`src/include/down_timer_cfg.svh`:
```
// Purpose: Offsets, field positions, reset values and counts of the down timer
// Assumes: Byte addresses on a 32-bit classic Wishbone bus
// Notes: Included by the timer module and the testbench
`ifndef DOWN_TIMER_CFG_SVH
`define DOWN_TIMER_CFG_SVH
`define ADR_CTRL_ONE 6'h00
`define ADR_CTRL_TWO 6'h04
`define ADR_HIGH_BITS 6'h08
`define ADR_RELOAD_LOW 6'h0C
`define ADR_DUTY_LOW 6'h10
`define ADR_TONE_CTRL 6'h14
`define ADR_PRESC_COUNT 6'h18
`define ADR_IRQ_FLAG 6'h1C
`define ADR_IRQ_ENABLE 6'h20
`define ADR_GLOBAL 6'h24
`define B_COUNT_EN 0
`define B_RELOAD_SEL 1
`define B_ONE_SHOT 2
`define B_PWM_AL 6
`define B_PWM_OEN 7
`define B_PSC_EN_N 3
`define B_EDGE_SEL 4
`define B_SRC_SEL 5
`define B_TONE_EN 7
`define B_TONE_SRC 3
`define B_UF_FLAG 3
`define B_GIE 0
`define RST_CTRL_ONE 8'h00
`define RST_CTRL_TWO 8'h3F
`define RST_TONE_CTRL 8'h0F
`define TIMER_MAX 10'h3FF
`define INSTR_DIV 8'd2
`endif

```
`src/include/down_timer_pkg.sv`:
```
// Purpose: Types shared by the down timer
// Assumes: Constants come from the cfg header
// Notes: Types only
package down_timer_pkg;
  typedef logic [9:0] count_t;
  typedef logic [7:0] byte_t;
  typedef enum logic [1:0] {PIN_COMP, PIN_PWM, PIN_TONE, PIN_NONE} pin_src_t;
endpackage : down_timer_pkg

```
`src/hw/down_timer_pwm_buzzer.sv`:
```
// Purpose: 10-bit down timer with prescaler, PWM and tone output on a Wishbone slave
// Assumes: CMP and external clock inputs synchronous to CLK_I
// Notes: Single-cycle ack; one-shot stops by clearing the count enable
// Function
// Ten-bit counter decrements on prescaled ticks
// Reload buffered, copied at underflow while running
// Disabled timer loads reload on low write
// Timer read returns live count
// Count only while enable bit set
// Source bit picks external pin or instruction clock
// Edge bit picks falling or rising external edge
// Active-low prescaler enable, ratio 1:2 to 1:256
// Prescaler count is readable
// One-shot counts down once then stops
// Free-run restarts from reload or 0x3FF
// Underflow sets flag; request when enabled globally; code also needs underflow_irq_enable_q
// Flag holds until firmware writes zero
// PWM enable drives shared pin as output
// Polarity bit selects active-low PWM
// Ten-bit duty; zero never active
// Firmware keeps duty not above reload
// Duty buffered, transferred at underflow
// Tone enable drives shared pin as output
// Tone source prescaler taps or timer bits
// Tone dividing rates 1:2 to 1:256
// Pin priority comparator, PWM, then tone
// Tone follows selected tap or bit
//
// Implementation choices: the placing of the registers and the Wishbone interface to the registers.
`include "down_timer_cfg.svh"
module down_timer_pwm_buzzer
  import down_timer_pkg::*;
(
  input wire logic CLK_I,
  input wire logic SYS_RST_I,
  input wire logic CYC_I,
  input wire logic STB_I,
  input wire logic WE_I,
  input wire logic [5:0] ADR_I,
  input wire logic [3:0] SEL_I,
  input wire logic [31:0] DAT_I,
  output logic [31:0] DAT_O,
  output logic ACK_O,
  input wire logic EXT_COUNT_CLOCK_I,
  input wire logic CMP_OUT_I,
  input wire logic CMP_OUT_EN_I,
  output logic SHARED_OUTPUT_PIN_O,
  output logic SHARED_OUTPUT_PIN_OE_O,
  output logic TONE_OUTPUT_O,
  output logic IRQ_O
);
  byte_t timer_ctrl_one_q, timer_ctrl_two_q, tone_ctrl_reg_q;
  byte_t reload_duty_high_bits_q, reload_low_q, duty_low_q;
  count_t count_q, duty_act_q;
  byte_t prescaler_q;
  logic [7:0] instr_cnt_q;
  logic ext_prev_q, underflow_flag_q, underflow_irq_enable_q, global_irq_enable_q;
  logic pwm_q, tone_q, pin_q, pin_oe_q, ack_q;
  logic req, wr, instr_tick, ext_edge, src_tick, tick, uf, low_wr;
  logic [8:0] psc_next;
  logic [7:0] psc_mask;
  count_t reload_val, duty_val;
  pin_src_t pin_src;

  assign req = CYC_I && STB_I && !ack_q;
  assign wr = req && WE_I && SEL_I[0];
  assign low_wr = wr && ADR_I == `ADR_RELOAD_LOW;
  assign reload_val = {reload_duty_high_bits_q[5:4], reload_low_q};
  assign duty_val = {reload_duty_high_bits_q[1:0], duty_low_q};

  // Instruction clock enable from a divider
  always_ff @(posedge CLK_I or posedge SYS_RST_I) begin
    if (SYS_RST_I) begin
      instr_cnt_q <= 8'h00;
    end else if (instr_cnt_q == `INSTR_DIV - 8'd1) begin
      instr_cnt_q <= 8'h00;
    end else begin
      instr_cnt_q <= instr_cnt_q + 8'd1;
    end
  end
  assign instr_tick = instr_cnt_q == `INSTR_DIV - 8'd1;

  always_ff @(posedge CLK_I or posedge SYS_RST_I) begin
    if (SYS_RST_I) begin
      ext_prev_q <= 1'b0;
    end else begin
      ext_prev_q <= EXT_COUNT_CLOCK_I;
    end
  end
  // edge select
  assign ext_edge = timer_ctrl_two_q[`B_EDGE_SEL] ? (ext_prev_q && !EXT_COUNT_CLOCK_I)
                                                  : (!ext_prev_q && EXT_COUNT_CLOCK_I);
  // source select
  assign src_tick = timer_ctrl_two_q[`B_SRC_SEL] ? ext_edge : instr_tick;

  // prescaler tap, ratio 2^(sel+1)
  assign psc_next = {1'b0, prescaler_q} + 9'd1;
  always_comb begin
    if (timer_ctrl_two_q[`B_PSC_EN_N]) begin
      tick = src_tick;
    end else begin
      // Carry out of the selected bit: a plain toggle would divide by half as much
      tick = src_tick && prescaler_q[timer_ctrl_two_q[2:0]] && !psc_next[timer_ctrl_two_q[2:0]];
    end
  end

  // prescaler count, readable
  always_ff @(posedge CLK_I or posedge SYS_RST_I) begin
    if (SYS_RST_I) begin
      prescaler_q <= 8'h00;
    end else if (src_tick && timer_ctrl_one_q[`B_COUNT_EN]) begin
      prescaler_q <= psc_next[7:0];
    end
  end

  // run only when enabled
  assign uf = timer_ctrl_one_q[`B_COUNT_EN] && tick && count_q == 10'h000;

  // down counter
  always_ff @(posedge CLK_I or posedge SYS_RST_I) begin
    if (SYS_RST_I) begin
      count_q <= `TIMER_MAX;
    end else if (low_wr && !timer_ctrl_one_q[`B_COUNT_EN]) begin
      // immediate load
      count_q <= {reload_duty_high_bits_q[5:4], DAT_I[7:0]};
    end else if (uf) begin
      // restart value, R2 buffered reload
      count_q <= (timer_ctrl_one_q[`B_RELOAD_SEL] || timer_ctrl_one_q[`B_ONE_SHOT])
                 ? reload_val : `TIMER_MAX;
    end else if (timer_ctrl_one_q[`B_COUNT_EN] && tick) begin
      count_q <= count_q - 10'd1;
    end
  end

  // duty transfer at underflow
  always_ff @(posedge CLK_I or posedge SYS_RST_I) begin
    if (SYS_RST_I) begin
      duty_act_q <= 10'h000;
    end else if (uf || !timer_ctrl_one_q[`B_COUNT_EN]) begin
      duty_act_q <= duty_val;
    end
  end

  // Control registers; R10 one-shot clears enable at underflow
  always_ff @(posedge CLK_I or posedge SYS_RST_I) begin
    if (SYS_RST_I) begin
      timer_ctrl_one_q <= `RST_CTRL_ONE;
      timer_ctrl_two_q <= `RST_CTRL_TWO;
      tone_ctrl_reg_q <= `RST_TONE_CTRL;
      reload_duty_high_bits_q <= 8'h00;
      reload_low_q <= 8'h00;
      duty_low_q <= 8'h00;
      underflow_irq_enable_q <= 1'b0;
      global_irq_enable_q <= 1'b0;
    end else begin
      if (wr) begin
        unique case (ADR_I)
          `ADR_CTRL_ONE: timer_ctrl_one_q <= DAT_I[7:0];
          `ADR_CTRL_TWO: timer_ctrl_two_q <= DAT_I[7:0];
          `ADR_HIGH_BITS: reload_duty_high_bits_q <= DAT_I[7:0];
          `ADR_RELOAD_LOW: reload_low_q <= DAT_I[7:0];
          `ADR_DUTY_LOW: duty_low_q <= DAT_I[7:0];
          `ADR_TONE_CTRL: tone_ctrl_reg_q <= DAT_I[7:0];
          `ADR_IRQ_ENABLE: underflow_irq_enable_q <= DAT_I[`B_UF_FLAG];
          `ADR_GLOBAL: global_irq_enable_q <= DAT_I[`B_GIE];
          default: ;
        endcase
      end
      // one-shot stop
      if (uf && timer_ctrl_one_q[`B_ONE_SHOT]) begin
        timer_ctrl_one_q[`B_COUNT_EN] <= 1'b0;
      end
    end
  end

  // sticky flag, set wins over clear
  always_ff @(posedge CLK_I or posedge SYS_RST_I) begin
    if (SYS_RST_I) begin
      underflow_flag_q <= 1'b0;
    end else if (uf) begin
      underflow_flag_q <= 1'b1;
    end else if (wr && ADR_I == `ADR_IRQ_FLAG && !DAT_I[`B_UF_FLAG]) begin
      underflow_flag_q <= 1'b0;
    end
  end
  // interrupt request
  assign IRQ_O = underflow_flag_q && underflow_irq_enable_q && global_irq_enable_q;

  // PWM active while count below duty
  always_ff @(posedge CLK_I or posedge SYS_RST_I) begin
    if (SYS_RST_I) begin
      pwm_q <= 1'b0;
    end else begin
      pwm_q <= (count_q < duty_act_q) ^ timer_ctrl_one_q[`B_PWM_AL];
    end
  end

  // tone source
  always_ff @(posedge CLK_I or posedge SYS_RST_I) begin
    if (SYS_RST_I) begin
      tone_q <= 1'b0;
    end else if (tone_ctrl_reg_q[`B_TONE_SRC]) begin
      tone_q <= count_q[tone_ctrl_reg_q[2:0]];
    end else begin
      tone_q <= prescaler_q[tone_ctrl_reg_q[2:0]];
    end
  end
  assign TONE_OUTPUT_O = tone_q;

  // pin priority, R14 R19 force output
  always_comb begin
    if (CMP_OUT_EN_I) begin
      pin_src = PIN_COMP;
    end else if (timer_ctrl_one_q[`B_PWM_OEN]) begin
      pin_src = PIN_PWM;
    end else if (tone_ctrl_reg_q[`B_TONE_EN]) begin
      pin_src = PIN_TONE;
    end else begin
      pin_src = PIN_NONE;
    end
  end
  always_ff @(posedge CLK_I or posedge SYS_RST_I) begin
    if (SYS_RST_I) begin
      pin_q <= 1'b0;
      pin_oe_q <= 1'b0;
    end else begin
      unique case (pin_src)
        PIN_COMP: pin_q <= CMP_OUT_I;
        PIN_PWM: pin_q <= pwm_q;
        PIN_TONE: pin_q <= tone_q;
        PIN_NONE: pin_q <= 1'b0;
      endcase
      pin_oe_q <= pin_src != PIN_NONE;
    end
  end
  assign SHARED_OUTPUT_PIN_O = pin_q;
  assign SHARED_OUTPUT_PIN_OE_O = pin_oe_q;

  // live count on read; bus answers one cycle after request
  always_ff @(posedge CLK_I or posedge SYS_RST_I) begin
    if (SYS_RST_I) begin
      ack_q <= 1'b0;
      DAT_O <= 32'h0000_0000;
    end else begin
      ack_q <= req;
      if (req) begin
        unique case (ADR_I)
          `ADR_CTRL_ONE: DAT_O <= {24'h0, timer_ctrl_one_q};
          `ADR_CTRL_TWO: DAT_O <= {24'h0, timer_ctrl_two_q};
          `ADR_HIGH_BITS: DAT_O <= {24'h0, 2'b00, count_q[9:8], 2'b00, duty_val[9:8]};
          `ADR_RELOAD_LOW: DAT_O <= {24'h0, count_q[7:0]};
          `ADR_DUTY_LOW: DAT_O <= {24'h0, duty_low_q};
          `ADR_TONE_CTRL: DAT_O <= {24'h0, tone_ctrl_reg_q};
          `ADR_PRESC_COUNT: DAT_O <= {24'h0, prescaler_q};
          `ADR_IRQ_FLAG: DAT_O <= {28'h0, underflow_flag_q, 3'b000};
          `ADR_IRQ_ENABLE: DAT_O <= {28'h0, underflow_irq_enable_q, 3'b000};
          `ADR_GLOBAL: DAT_O <= {31'h0, global_irq_enable_q};
          default: DAT_O <= 32'h0000_0000;
        endcase
      end
    end
  end
  assign ACK_O = ack_q;

  // Low ratio bits of the prescaler, all ones just before a carry
  assign psc_mask = 8'hFF >> (3'd7 - timer_ctrl_two_q[2:0]);
endmodule : down_timer_pwm_buzzer

```
`config.mk`:
```
export PLATFORM = sky130hd
export DESIGN_NAME = down_timer_pwm_buzzer
export DESIGN_NICKNAME = d
export VERILOG_FILES = /design/src/include/down_timer_pkg.sv /design/src/hw/down_timer_pwm_buzzer.sv
export VERILOG_INCLUDE_DIRS = /design/src /design/src/include
export SDC_FILE = /design/constraint.sdc
export NUM_CORES = 1
export LEC_CHECK = 0
export ABC_AREA = 1
export BUFFER_PORTS_ARGS = -buffer_cell sky130_fd_sc_hd__buf_2
export CORE_UTILIZATION = 30
export CTS_BUF_LIST = sky130_fd_sc_hd__clkbuf_8
export DETAILED_ROUTE_END_ITERATION = 16
export PLACE_DENSITY = 0.49
export SYNTH_ARGS = -nofsm -noshare
export SYNTH_HDL_FRONTEND = slang
export SYNTH_SLANG_ARGS = --single-unit
```
`constraint.sdc`:
```
create_clock -name CLK_I -period 3.08 [get_ports CLK_I]
set_input_delay 0.308 -clock CLK_I [delete_from_list [all_inputs] [get_ports CLK_I]]
set_output_delay 0.308 -clock CLK_I [all_outputs]
set_load 0.005 [all_outputs]
```
Yosys cells after proc, flatten, opt, wreduce, memory -nomap -nowiden
Cells that the tools add are included.
{ "totals": {"reg_bits": 123, "elab_cells": 113} }
{ "classes": {"add_sub_neg": 3, "magnitude_cmp": 5, "eq_ne": 14, "n_mux": 27, "bitwise": 1, "n_reduce_logical": 42} }
{ "op_table": {"columns": ["op", "count"], "rows": [
  ["one-hot mux 8 bit (10 select lines)", 1],
  ["two-way mux 10 bit", 4],
  ["== test 6 x 5 -> 1 bit, second input constant", 4],
  ["logical AND 1 bit", 18],
  ["AND reduction 2 bit", 9],
  ["adder 8 x 1 -> 8 bit, second input constant", 2],
  ["two-way mux 1 bit", 14],
  ["binary-select mux 1 bit (select 3 bit)", 4],
  ["== test 6 x 4 -> 1 bit, second input constant", 2],
  ["== test 6 bit, second input constant", 2],
  ["logical NOT 10 bit", 1],
  ["< comparator 10 bit", 1],
  ["< comparator 3 x 5 -> 1 bit, second input constant", 2],
  ["subtractor 10 x 1 -> 10 bit, second input constant", 1],
  ["== test 8 x 1 -> 1 bit, second input constant", 1],
  ["< comparator 3 x 4 -> 1 bit, second input constant", 2],
  ["two-way mux 8 bit", 1],
  ["== test 6 x 3 -> 1 bit, second input constant", 1],
  ["logical NOT 1 bit", 6],
  ["logical NOT 6 bit", 1],
  ["nonzero test 2 bit", 3],
  ["== test 2 bit, second input constant", 2],
  ["two-way mux 2 bit", 2],
  ["one-hot mux 1 bit (4 select lines)", 1],
  ["other kinds (6)", 7]
]} }

Logic depth before layout (Yosys ltp)
Gate-level depths: netlist of run 1.
{ "depth": {"word_depth": 12, "ltp_mapped": 16, "mapped_depth_nobuf": 15} }

Worst setup path before layout of run 1
OpenSTA, ideal clock, no wires.
{ "synth_timing": {"path_type": "register to register", "start": "register count_q[0]", "end": "register duty_act_q[0]", "setup_time_ps": 117, "arrival_time_ps": 1834, "t_required_ps": 2963, "path_slack_ps": 1130, "stages_incl_launch_ff": 14, "n_path_buf": 1, "synth_period_minus_slack_ps": 1950, "cell_sequence": "dfstp_2 > inv_1 > ha_1 > nand3_1 > nor2_1 > nand4_1 > nor2_1 > nand2_2 > clkinv_2 > nand3_4 > nand2_4 > buf_8 > nand2_2 > nand2_1"} }
{ "synth_between": {"elab_chain_len": 3} }
{ "synth_lines": {"columns": ["element", "line_no", "source"], "rows": [
  ["from (decl)", "down_timer_pwm_buzzer.sv:54", "count_t count_q, duty_act_q;"],
  ["from (signal assigned)", "down_timer_pwm_buzzer.sv:122", "count_q <= `TIMER_MAX;"],
  ["from (signal assigned)", "down_timer_pwm_buzzer.sv:125", "count_q <= {reload_duty_high_bits_q[5:4], DAT_I[7:0]};"],
  ["from (signal assigned)", "down_timer_pwm_buzzer.sv:128", "count_q <= (timer_ctrl_one_q[`B_RELOAD_SEL] || timer_ctrl_one_q[`B_ONE_SHOT])"],
  ["logical NOT 10 bit", "down_timer_pwm_buzzer.sv:117", "assign uf = timer_ctrl_one_q[`B_COUNT_EN] && tick && count_q == 10'h000;"],
  ["logical AND 1 bit", "down_timer_pwm_buzzer.sv:117", null],
  ["logical OR 1 bit", "down_timer_pwm_buzzer.sv:139", "end else if (uf || !timer_ctrl_one_q[`B_COUNT_EN]) begin"],
  ["to (signal assigned)", "down_timer_pwm_buzzer.sv:140", "duty_act_q <= duty_val;"],
  ["to (decl)", "down_timer_pwm_buzzer.sv:54", null]
]} }
Every way passes these cells.
A chain may end at the register's enable or synchronous reset.

Worst setup path after layout of run 1
{ "layout_timing": {"start": "register count_q[0]", "end": "register duty_act_q[2]"} }
Same word-level chain as after synthesis.

==> summary.txt, run 1 <==
Routing
  • Via density: 4.92
  • Initial DRC Count: 300
  • # DRC: 0
  • Final wirelength: 14500 um
  • DR WL/cell: 15.7 um
  • Routed via count: 4539
  • DRT Pass-1 Iters: 5
  • Detail Route Antenna Nets: 0

Worst hold path
  • Worst hold path type: in -> reg
  • Hold path endpoint: ext_prev_q
  • HP Start: EXT_COUNT_CLOCK_I
  • Hold Crit Depth: 1

Die
  • Die area: 18400 sq um
  • Core area: 17400 sq um
  • Die Y-Extent: 136 um
  • Site Rows: 48
  • Num ports: 87
  • Initial core utilization: 30.9%
  • Die width: 136 um

Final layout
  • Final std cells w/o fill: 923
  • Commonest non-fill, non-tap cell in the layout: nand2_1
  • Antenna Diode Count: 0
  • NumNets Final: 756
  • Commonest cells after routing, fill and taps aside: nand2_1, dfrtp_1, inv_1, o21ai_0, nand3_1
  • Layout cells sized above 1: 16.5%
  • Area delta synth->final: 9.10%

STA
  • Fmax: 409 MHz
  • Final Cycle Share: 79.4%
  • Relative slew slack: 32.4%
  • Worst slew pin tran: 1010 ps
  • Max-slew violation count: 0
  • # setup viols final: 0
  • Final Skew: 15.1 ps
  • RSZ-0062 raised after global routing: no
  • Hold Violations, Final: 0
  • Tmin final: 2450 ps
  • Post-Route Setup TNS: 0 ps

Place
  • Cells after DPL: 907
  • Placed wire-length estimate: 10800 um
  • RD Place Congestion: 0.853
  • Port Buffers: 35

Worst setup path
  • Slowest stage delay, CP: 400 ps
  • Crit-path cells: inv_1 > ha_1 > nand3_1 > nor2_1 > nand4_1 > nor2_1 > nand2_2 > clkinv_2 > nand3_4 > nand2_4 > nand2_1 > o21ai_2
  • Endpoint class of the critical path: flip-flop
  • CP Launch Type: flip-flop
  • Worst R2R Setup Slack: 630 ps
  • Worst reg2reg path depth: 12
  • Worst Path Required: 3390 ps
  • CP Max Fanout: 19
  • Critical path's slowest cell: dfstp_2
  • CP delay by family, top: simple AND/OR/NAND/NOR gates
  • FF-to-FF Start: count_q[0]
  • Crit path kind: reg -> reg
  • FF-to-FF End: duty_act_q[2]
  • Critical Path AT: 2760 ps
  • Most Frequent Cell on Critical Path: nor2_1
  • WP buf/inv: 2

Global routing
  • Largest net degree at the start of global routing: 82
  • First-pass GRT wire length: 23400 um
  • Gr ovfl total: 0
  • Vias in the first global route: 4277
  • Global-route usage over all layers: 16.9%
  • Antenna violations before repair: 0

Clock network
  • CTS root buf: clkbuf_8
  • Post-CTS Setup Bufs: 0
  • CTS tree: yes
  • Post-cts resize count: 0
  • Cts bufs inserted: 9
  • CTS Hold Bufs: 0
  • Clock transition at path regs: 100 ps
  • TritonCTS Sinks: 97
  • H-tree depth: 3
  • Clock buffer depth: 2
  • Clock latency on the worst-skew pair: 390 ps

Power
  • Peak supply drop: 0.000213 V
  • Leakage: 2.77 nW
  • PD cells: 451 nW/um^2
  • Overall Power: 2.64 mW

Status
  • Status: finished clean

Synthesis
  • Mapped cell area: 5360 sq um
  • Main synth FF type: dfrtp_1
  • Top-area cell type share of the netlist area: 35.9%
  • Yosys Warn Count: 0
  • Post-synthesis cell type count: 44
  • Register area share after synthesis: 45.7%
  • Leading area contributor after synthesis: dfrtp_1
  • Ys async rst share: 100%
  • Number of flops mapped to enable cells by yosys: 0
  • Synthesized netlist cell count: 659
  • Synth top area cells: dfrtp_1, nand2_1, dfstp_2, o21ai_0, inv_1
  • Post-synthesis register bit count: 97
  • Syn Area/Cell: 8.14 sq um

Job
  • Max-Cap Viols: 0
[final cells by class]
cell class,instances,area [sq um]
tap,225,282
clock inverter,7,55.1
fill,1852,11500
clock buffer,9,124
multi-input combinational,464,2420
timing repair buffer,39,205
sequential,97,2450
inverter,82,312
[worst max-delay path by stage]
stage	start	to	depth (start not counted)	slack, ps
finish	count_q[0]	duty_act_q[2]	12	630
detailed placement	count_q[0]	duty_act_q[7]	12	680
global route	count_q[0]	duty_act_q[2]	12	380
CTS	count_q[0]	duty_act_q[2]	12	650
floorplan	SYS_RST_I	ACK_O	1	270
global placement	ADR_I[1]	count_q[9]	13	730
[sequential cells by signal, summed over array words and instances (netlist names), 8 cells and up]
register and flops:
count_q 10, duty_act_q 10, DAT_O 8, duty_low_q 8
instr_cnt_q 8, prescaler_q 8, reload_low_q 8, timer_ctrl_one_q 8
timer_ctrl_two_q 8, tone_ctrl_reg_q 8
[metal layers]
metal / global-route usage, % / wire length [um]
met1: 24.0 / 7090
met2: 25.3 / 6400
met3: 4.00 / 787
met4: 4.43 / 233
met5: 0 / 0
[metrics by stage]
stage | utilization (%) | area [sq um] | hold slack [ps] | setup WS (ps)
floorplan | - | 5450 | 339 | 271
global placement | 32.7 | 5670 | 447 | 730
detailed placement | 32.7 | 5670 | 453 | 682
CTS | 33.7 | 5850 | 31.1 | 652
global route | 33.7 | 5850 | 25.6 | 376
finish | 33.7 | 5850 | 57.4 | 634
[report_power, final]
group	switching [mW]	internal (mW)
clock network	0.488	0.305
registers	0.0569	1.34
logic	0.304	0.143
total	0.849	1.79
[logic make-up after synthesis]
group	synth area share, %
AOI/OAI and AO/OA	16.1
buffers and inverters	10.7
adders and majority gates	3.03
DFF	45.7
and+or+nand+nor	22.1
other	0.0699
xor gates and xnor gates	2.29
[Yosys cell counts, drive strengths merged, types with 5 or more instances]
master	count
o21ai	75
a22oi	12
dfrtp	77
a21oi	30
nand2	166
inv	81
ha	13
nand3	41
buf	29
nor3	7
xor2	10
o211ai	7
clkbuf	10
a31oi	5
dfstp	20
nor2	44
(Power assumes the default switching activity.)
==> inputs of run 2 (changes only) <==
- clock period: 3.08 -> 2.46 ns (I/O delays scaled with it)
==> summary.txt, run 2 (synthesis results as in run 1) <==
Worst setup path
  • Critical Path AT: 2550 ps
  • CP Launch Type: flip-flop
  • Critical path's slowest cell: dfstp_2
  • Worst R2R Setup Slack: 230 ps
  • Slowest stage delay, CP: 610 ps
  • WP buf/inv: 3
  • Worst Path Required: 2790 ps
  • CP Max Fanout: 7
  • Crit path kind: reg -> reg
  • Crit-path cells: inv_1 > ha_1 > nand3_1 > nor2_1 > nand4_1 > nor2_1 > nand2_2 > clkinv_2 > nand3_4 > buf_4 > nand3_1 > nand2_1 > nand2_1
  • Endpoint class of the critical path: flip-flop
  • CP delay by family, top: simple AND/OR/NAND/NOR gates

Final layout
  • Layout cells sized above 1: 17.1%
  • NumNets Final: 761
  • Commonest non-fill, non-tap cell in the layout: nand2_1
  • Register Area: 2450 sq um
  • Antenna Diode Count: 0
  • Largest registers: count_q x10, duty_act_q x10
  • Filler cells: 1857
  • Post-route cell area: 5930 sq um
  • Final std cells w/o fill: 928
  • Commonest cells after routing, fill and taps aside: nand2_1, dfrtp_1, inv_1, o21ai_0, nand3_1
  • Multi-input logic area: 2430 sq um
  • Area delta synth->final: 10.7%

STA
  • Post-Route Setup TNS: 0 ps
  • RSZ-0062 raised after global routing: no
  • Relative slew slack: 52.3%
  • Final Skew: 13.7 ps
  • Max-slew violation count: 0
  • Fmax: 449 MHz
  • # setup viols final: 0
  • WHS: 65.4 ps
  • Hold Violations, Final: 0
  • Tmin final: 2230 ps
  • Final Cycle Share: 90.5%
  • Worst slew pin tran: 713 ps

Clock network
  • CTS root buf: clkbuf_8
  • Clock transition at path regs: 100 ps
  • H-tree depth: 3
  • TritonCTS Sinks: 97
  • Clock latency on the worst-skew pair: 400 ps
  • Clock buffer depth: 2
  • CTS tree: yes
  • Cts bufs inserted: 9

Global routing
  • First-pass GRT wire length: 23700 um
  • Largest net degree at the start of global routing: 63
  • Global-route usage over all layers: 17.2%
  • Antenna violations before repair: 0
  • Vias in the first global route: 4319
  • Gr ovfl total: 0

Power
  • Clock power share: 30.6%
  • P_sw: 1.07 mW
  • Internal: 2.27 mW
  • Leakage: 2.79 nW
  • Comb power frac: 16.9%
  • Sequential share of power: 52.5%
  • PD cells: 562 nW/um^2
  • Peak supply drop: 0.000331 V
  • Sw Ratio: 31.9%

Routing
  • Final wirelength: 14600 um
  • Detail Route Antenna Nets: 0
  • Via density: 4.77
  • Initial DRC Count: 351
  • DRT Pass-1 Iters: 4
  • DR WL/cell: 15.7 um
  • Routed via count: 4431
  • # DRC: 0

Die
  • Die area: 18400 sq um
  • Die width: 136 um
  • Num ports: 87
  • Site Rows: 48
  • Initial core utilization: 30.9%
  • Die Y-Extent: 136 um
  • Core area: 17400 sq um

Place
  • Port Buffers: 35
  • Cells after DPL: 910
  • Area after DPL: 5720 sq um
  • Placed wire-length estimate: 11000 um
  • RD Place Congestion: 0.865

Job
  • Max-Cap Viols: 0

Status
  • Status: finished clean

Worst hold path
  • Worst hold path type: in -> reg
run 2: changes by cell type in the layout (fill, tap and decap cells not counted), sizes merged:
cell | before | now
dlygate4sd3 | 0 | 2
clkinvlp | 0 | 3
buf | 39 | 42
clkbuf | 9 | 10
inv | 86 | 82
run 2: metal layers:
metal,track usage [%],wire [um],up-vias
li1,-,-,2189
met1,24.4,7100,2095
met2,26.2,6570,129
met3,3.48,700,18
met4,5.06,195,0
met5,0,0,-
run 2: what timing repair did:
action / CTS / global route
setup buffers: 0 / 0
resized for setup: 0 / 2
endpoints found under the hold margin: 78 / 0
hold buffers: 2 / 0
endpoints found under the setup margin: 0 / 9
run 2: worst reg2reg max path: stages, from the launching register on:
cell and delay (ps):
dfstp_2 610, inv_1 80, ha_1 210, nand3_1 150
nor2_1 80, nand4_1 110, nor2_1 60, nand2_2 130
clkinv_2 160, nand3_4 180, buf_4 170, nand3_1 100
nand2_1 80, nand2_1 50
run 2: final cells by class:
type	count	share of cell area [%]
multi-input cells	464	40.9
flip-flops and latches	97	41.3
clock inverters	6	0.822
clock buffers	10	2.32
repair buffers	44	4.60
inverters	82	5.27
well taps	225	4.74
run 2: power by group through the flow:
stage               logic, mW  registers (mW)  clock network, mW
CTS                     0.566            1.75               1.06
global placement        0.551            1.78                  0
floorplan               0.425            1.75                  0
finish                  0.564            1.75               1.02
global route            0.640            1.76               1.13
detailed placement      0.560            1.78                  0
run 2: path summary, 6_finish.rpt:
check / from / to / depth (start not counted)
setup reg to reg: count_q[1] / count_q[5] / 13
hold / removal: CMP_OUT_EN_I / SHARED_OUTPUT_PIN_OE_O / 3
max in group asynchronous: SYS_RST_I / count_q[6] / 4
hold reg to reg: DAT_O[2] / DAT_O[2] / 2
min in group asynchronous: SYS_RST_I / prescaler_q[5] / 4
setup / recovery: count_q[1] / count_q[5] / 13
run 2: stage by stage:
stage | util (%) | total power, mW | setup WS [ps]
3_3_place_gp | 33.0 | 2.33 | 221
6_report | 34.2 | 3.34 | 235
4_1_cts | 34.1 | 3.38 | 152
2_1_floorplan | - | 2.18 | 510
3_5_place_dp | 33.0 | 2.34 | 169
5_1_grt | 34.2 | 3.53 | 62.4
==> inputs of run 3 (changes only) <==
--- a/config.mk
+++ b/config.mk
@@ -13,2 +13,3 @@
 export DETAILED_ROUTE_END_ITERATION = 16
+export GPL_TIMING_DRIVEN = 0
 export PLACE_DENSITY = 0.49
==> constraint.sdc (replaced) <==
create_clock -name CLK_I -period 2.46 [get_ports CLK_I]
set_input_delay 0.123 -clock CLK_I [delete_from_list [all_inputs] [get_ports CLK_I]]
set_output_delay 0.123 -clock CLK_I [all_outputs]
set_load 0.005 [all_outputs]
==> summary.txt, run 3 (synthesis results as in run 1) <==
Worst hold path
  • Hold Crit Depth: 5
  • HP Start: DAT_I[1]
  • Hold path endpoint: count_q[1]
  • Worst hold path type: in -> reg

Die
  • Die area: 18400 sq um
  • Core area: 17400 sq um
  • Site Rows: 48
  • Die width: 136 um
  • Initial core utilization: 30.9%
  • Num ports: 87
  • Die Y-Extent: 136 um

Global routing
  • Vias in the first global route: 4567
  • Antenna violations before repair: 0
  • Gr ovfl total: 0
  • First-pass GRT wire length: 24600 um
  • Largest net degree at the start of global routing: 40
  • Global-route usage over all layers: 17.8%

Status
  • Status: finished clean

Clock network
  • Post-CTS Setup Bufs: 0
  • Clock transition at path regs: 100 ps
  • Cts bufs inserted: 9
  • TritonCTS Sinks: 97
  • H-tree depth: 3
  • CTS root buf: clkbuf_8
  • Clock buffer depth: 2
  • Clock latency on the worst-skew pair: 390 ps
  • CTS tree: yes

Routing
  • # DRC: 0
  • Detail Route Antenna Nets: 0
  • Via density: 4.80
  • Initial DRC Count: 346
  • Final wirelength: 15200 um
  • DRT Pass-1 Iters: 5
  • DR WL/cell: 15.6 um
  • Routed via count: 4656

STA
  • Hold Violations, Final: 0
  • Final Skew: 11.7 ps
  • Post-Route Setup TNS: 0 ps
  • Tmin final: 2300 ps
  • Relative slew slack: 38.4%
  • Max-slew violation count: 0
  • RSZ-0062 raised after global routing: no
  • Fmax: 435 MHz
  • Worst slew pin tran: 921 ps
  • # setup viols final: 0
  • Final Cycle Share: 93.5%

Worst setup path
  • Critical path origin: count_q[0]
  • FF-to-FF Start: count_q[0]
  • Worst Path Required: 2740 ps
  • FF-to-FF End: duty_act_q[0]
  • Slowest stage delay, CP: 590 ps
  • Worst R2R Setup Slack: 160 ps
  • Critical path's slowest cell: dfstp_2
  • Crit path kind: reg -> reg
  • Critical Path AT: 2580 ps
  • CP Max Fanout: 10
  • CP Launch Type: flip-flop
  • Crit-path cells: inv_2 > ha_1 > nand3_1 > nor2_1 > nand4_1 > nor2_1 > nand2_2 > clkinv_2 > nand3_4 > nand2_8 > buf_8 > nand2_2 > nand2_1
  • Worst reg2reg path depth: 13
  • CP delay by family, top: simple AND/OR/NAND/NOR gates
  • WP buf/inv: 3
  • Endpoint class of the critical path: flip-flop

Power
  • Sequential share of power: 49.6%
  • Internal: 2.44 mW
  • P_sw: 1.08 mW
  • Peak supply drop: 0.000240 V
  • Comb power frac: 17.2%
  • Sw Ratio: 30.6%
  • PD cells: 560 nW/um^2
  • Clock power share: 33.1%
  • Leakage: 3.00 nW

Final layout
  • Antenna Diode Count: 0
  • Largest registers: count_q x10, duty_act_q x10
  • Commonest non-fill, non-tap cell in the layout: nand2_1
  • Area delta synth->final: 17.2%
  • NumNets Final: 803
  • Layout cells sized above 1: 19.3%
  • Register Area: 2450 sq um
  • Filler cells: 1849
  • Multi-input logic area: 2440 sq um
  • Post-route cell area: 6290 sq um
  • Commonest cells after routing, fill and taps aside: nand2_1, dfrtp_1, inv_1, o21ai_0, nand3_1

Job
  • Max-Cap Viols: 0

Place
  • RD Place Congestion: 0.863
  • Port Buffers: 35
  • Area after DPL: 5950 sq um
  • Placed wire-length estimate: 11500 um
## run 3: cell types whose count changed in the layout (fill, tap and decap cells not counted), sizes merged
cell,previous run,this run
inv,82,83
dlygate4sd3,2,10
bufinv,0,1
clkinv,3,2
buf,42,66
clkbuf,10,21
clkinvlp,3,1
## run 3: final cells by class
cell class | instances | share of cell area, %
sequential | 97 | 39.0
multi-input combinational | 464 | 38.8
timing repair buffer | 47 | 5.02
inverter | 82 | 4.98
tap | 225 | 4.48
buffer | 39 | 4.24
clock buffer | 11 | 2.41
clock inverter | 5 | 1.11
## run 3: worst reg2reg max path, stage by stage, from the launching register on
cell	delay, ps
dfstp_2	590
inv_2	90
ha_1	240
nand3_1	140
nor2_1	70
nand4_1	110
nor2_1	60
nand2_2	130
clkinv_2	160
nand3_4	220
nand2_8	110
buf_8	170
nand2_2	50
nand2_1	50
## run 3: power by group through the flow
stage	Clock (mW)	Combinational (mW)	Sequential, mW
final	1.17	0.607	1.75
after global routing	1.27	0.693	1.76
after CTS	1.21	0.605	1.75
after detailed placement	0	0.591	1.78
after global placement	0	0.574	1.78
after floorplan	0	0.425	1.75
## run 3: worst max path at each step
stage	slack [ps]	to	cells after the start
floorplan	510	duty_act_q[0]	13
detailed placement	90	duty_act_q[0]	13
global route	5	duty_act_q[0]	13
global placement	80	duty_act_q[0]	13
finish	160	duty_act_q[0]	13
CTS	70	duty_act_q[0]	13
## run 3: per-stage QoR
stage / util, % / cells / hold slack [ps] / total power, mW / setup slack [ps]
global placement: 34.0 / 942 / 265 / 2.35 / 81.1
detailed placement: 34.3 / 944 / 235 / 2.37 / 85.3
global route: 36.2 / 970 / 59.4 / 3.73 / 5.27
CTS: 36.1 / 970 / 5.03 / 3.56 / 66.6
floorplan: - / 682 / 154 / 2.18 / 510
finish: 36.2 / 970 / 37.7 / 3.52 / 160
## run 3: layer usage
metal	global-route usage, %	up-vias	share of wire (%)	wire length [um]
met5	0	-	0	0
met4	4.87	0	1.6	240
met3	4.71	19	6.0	908
met2	27.8	132	46	6900
met1	24.0	2230	47	7110
li1	-	2275	-	-
## run 3: what timing repair did
item / 4_1_cts / 5_1_grt
endpoints found under the setup margin: 0 / 11
hold buffers: 10 / 0
resized for setup: 0 / 3
endpoints found under the hold margin: 27 / 0
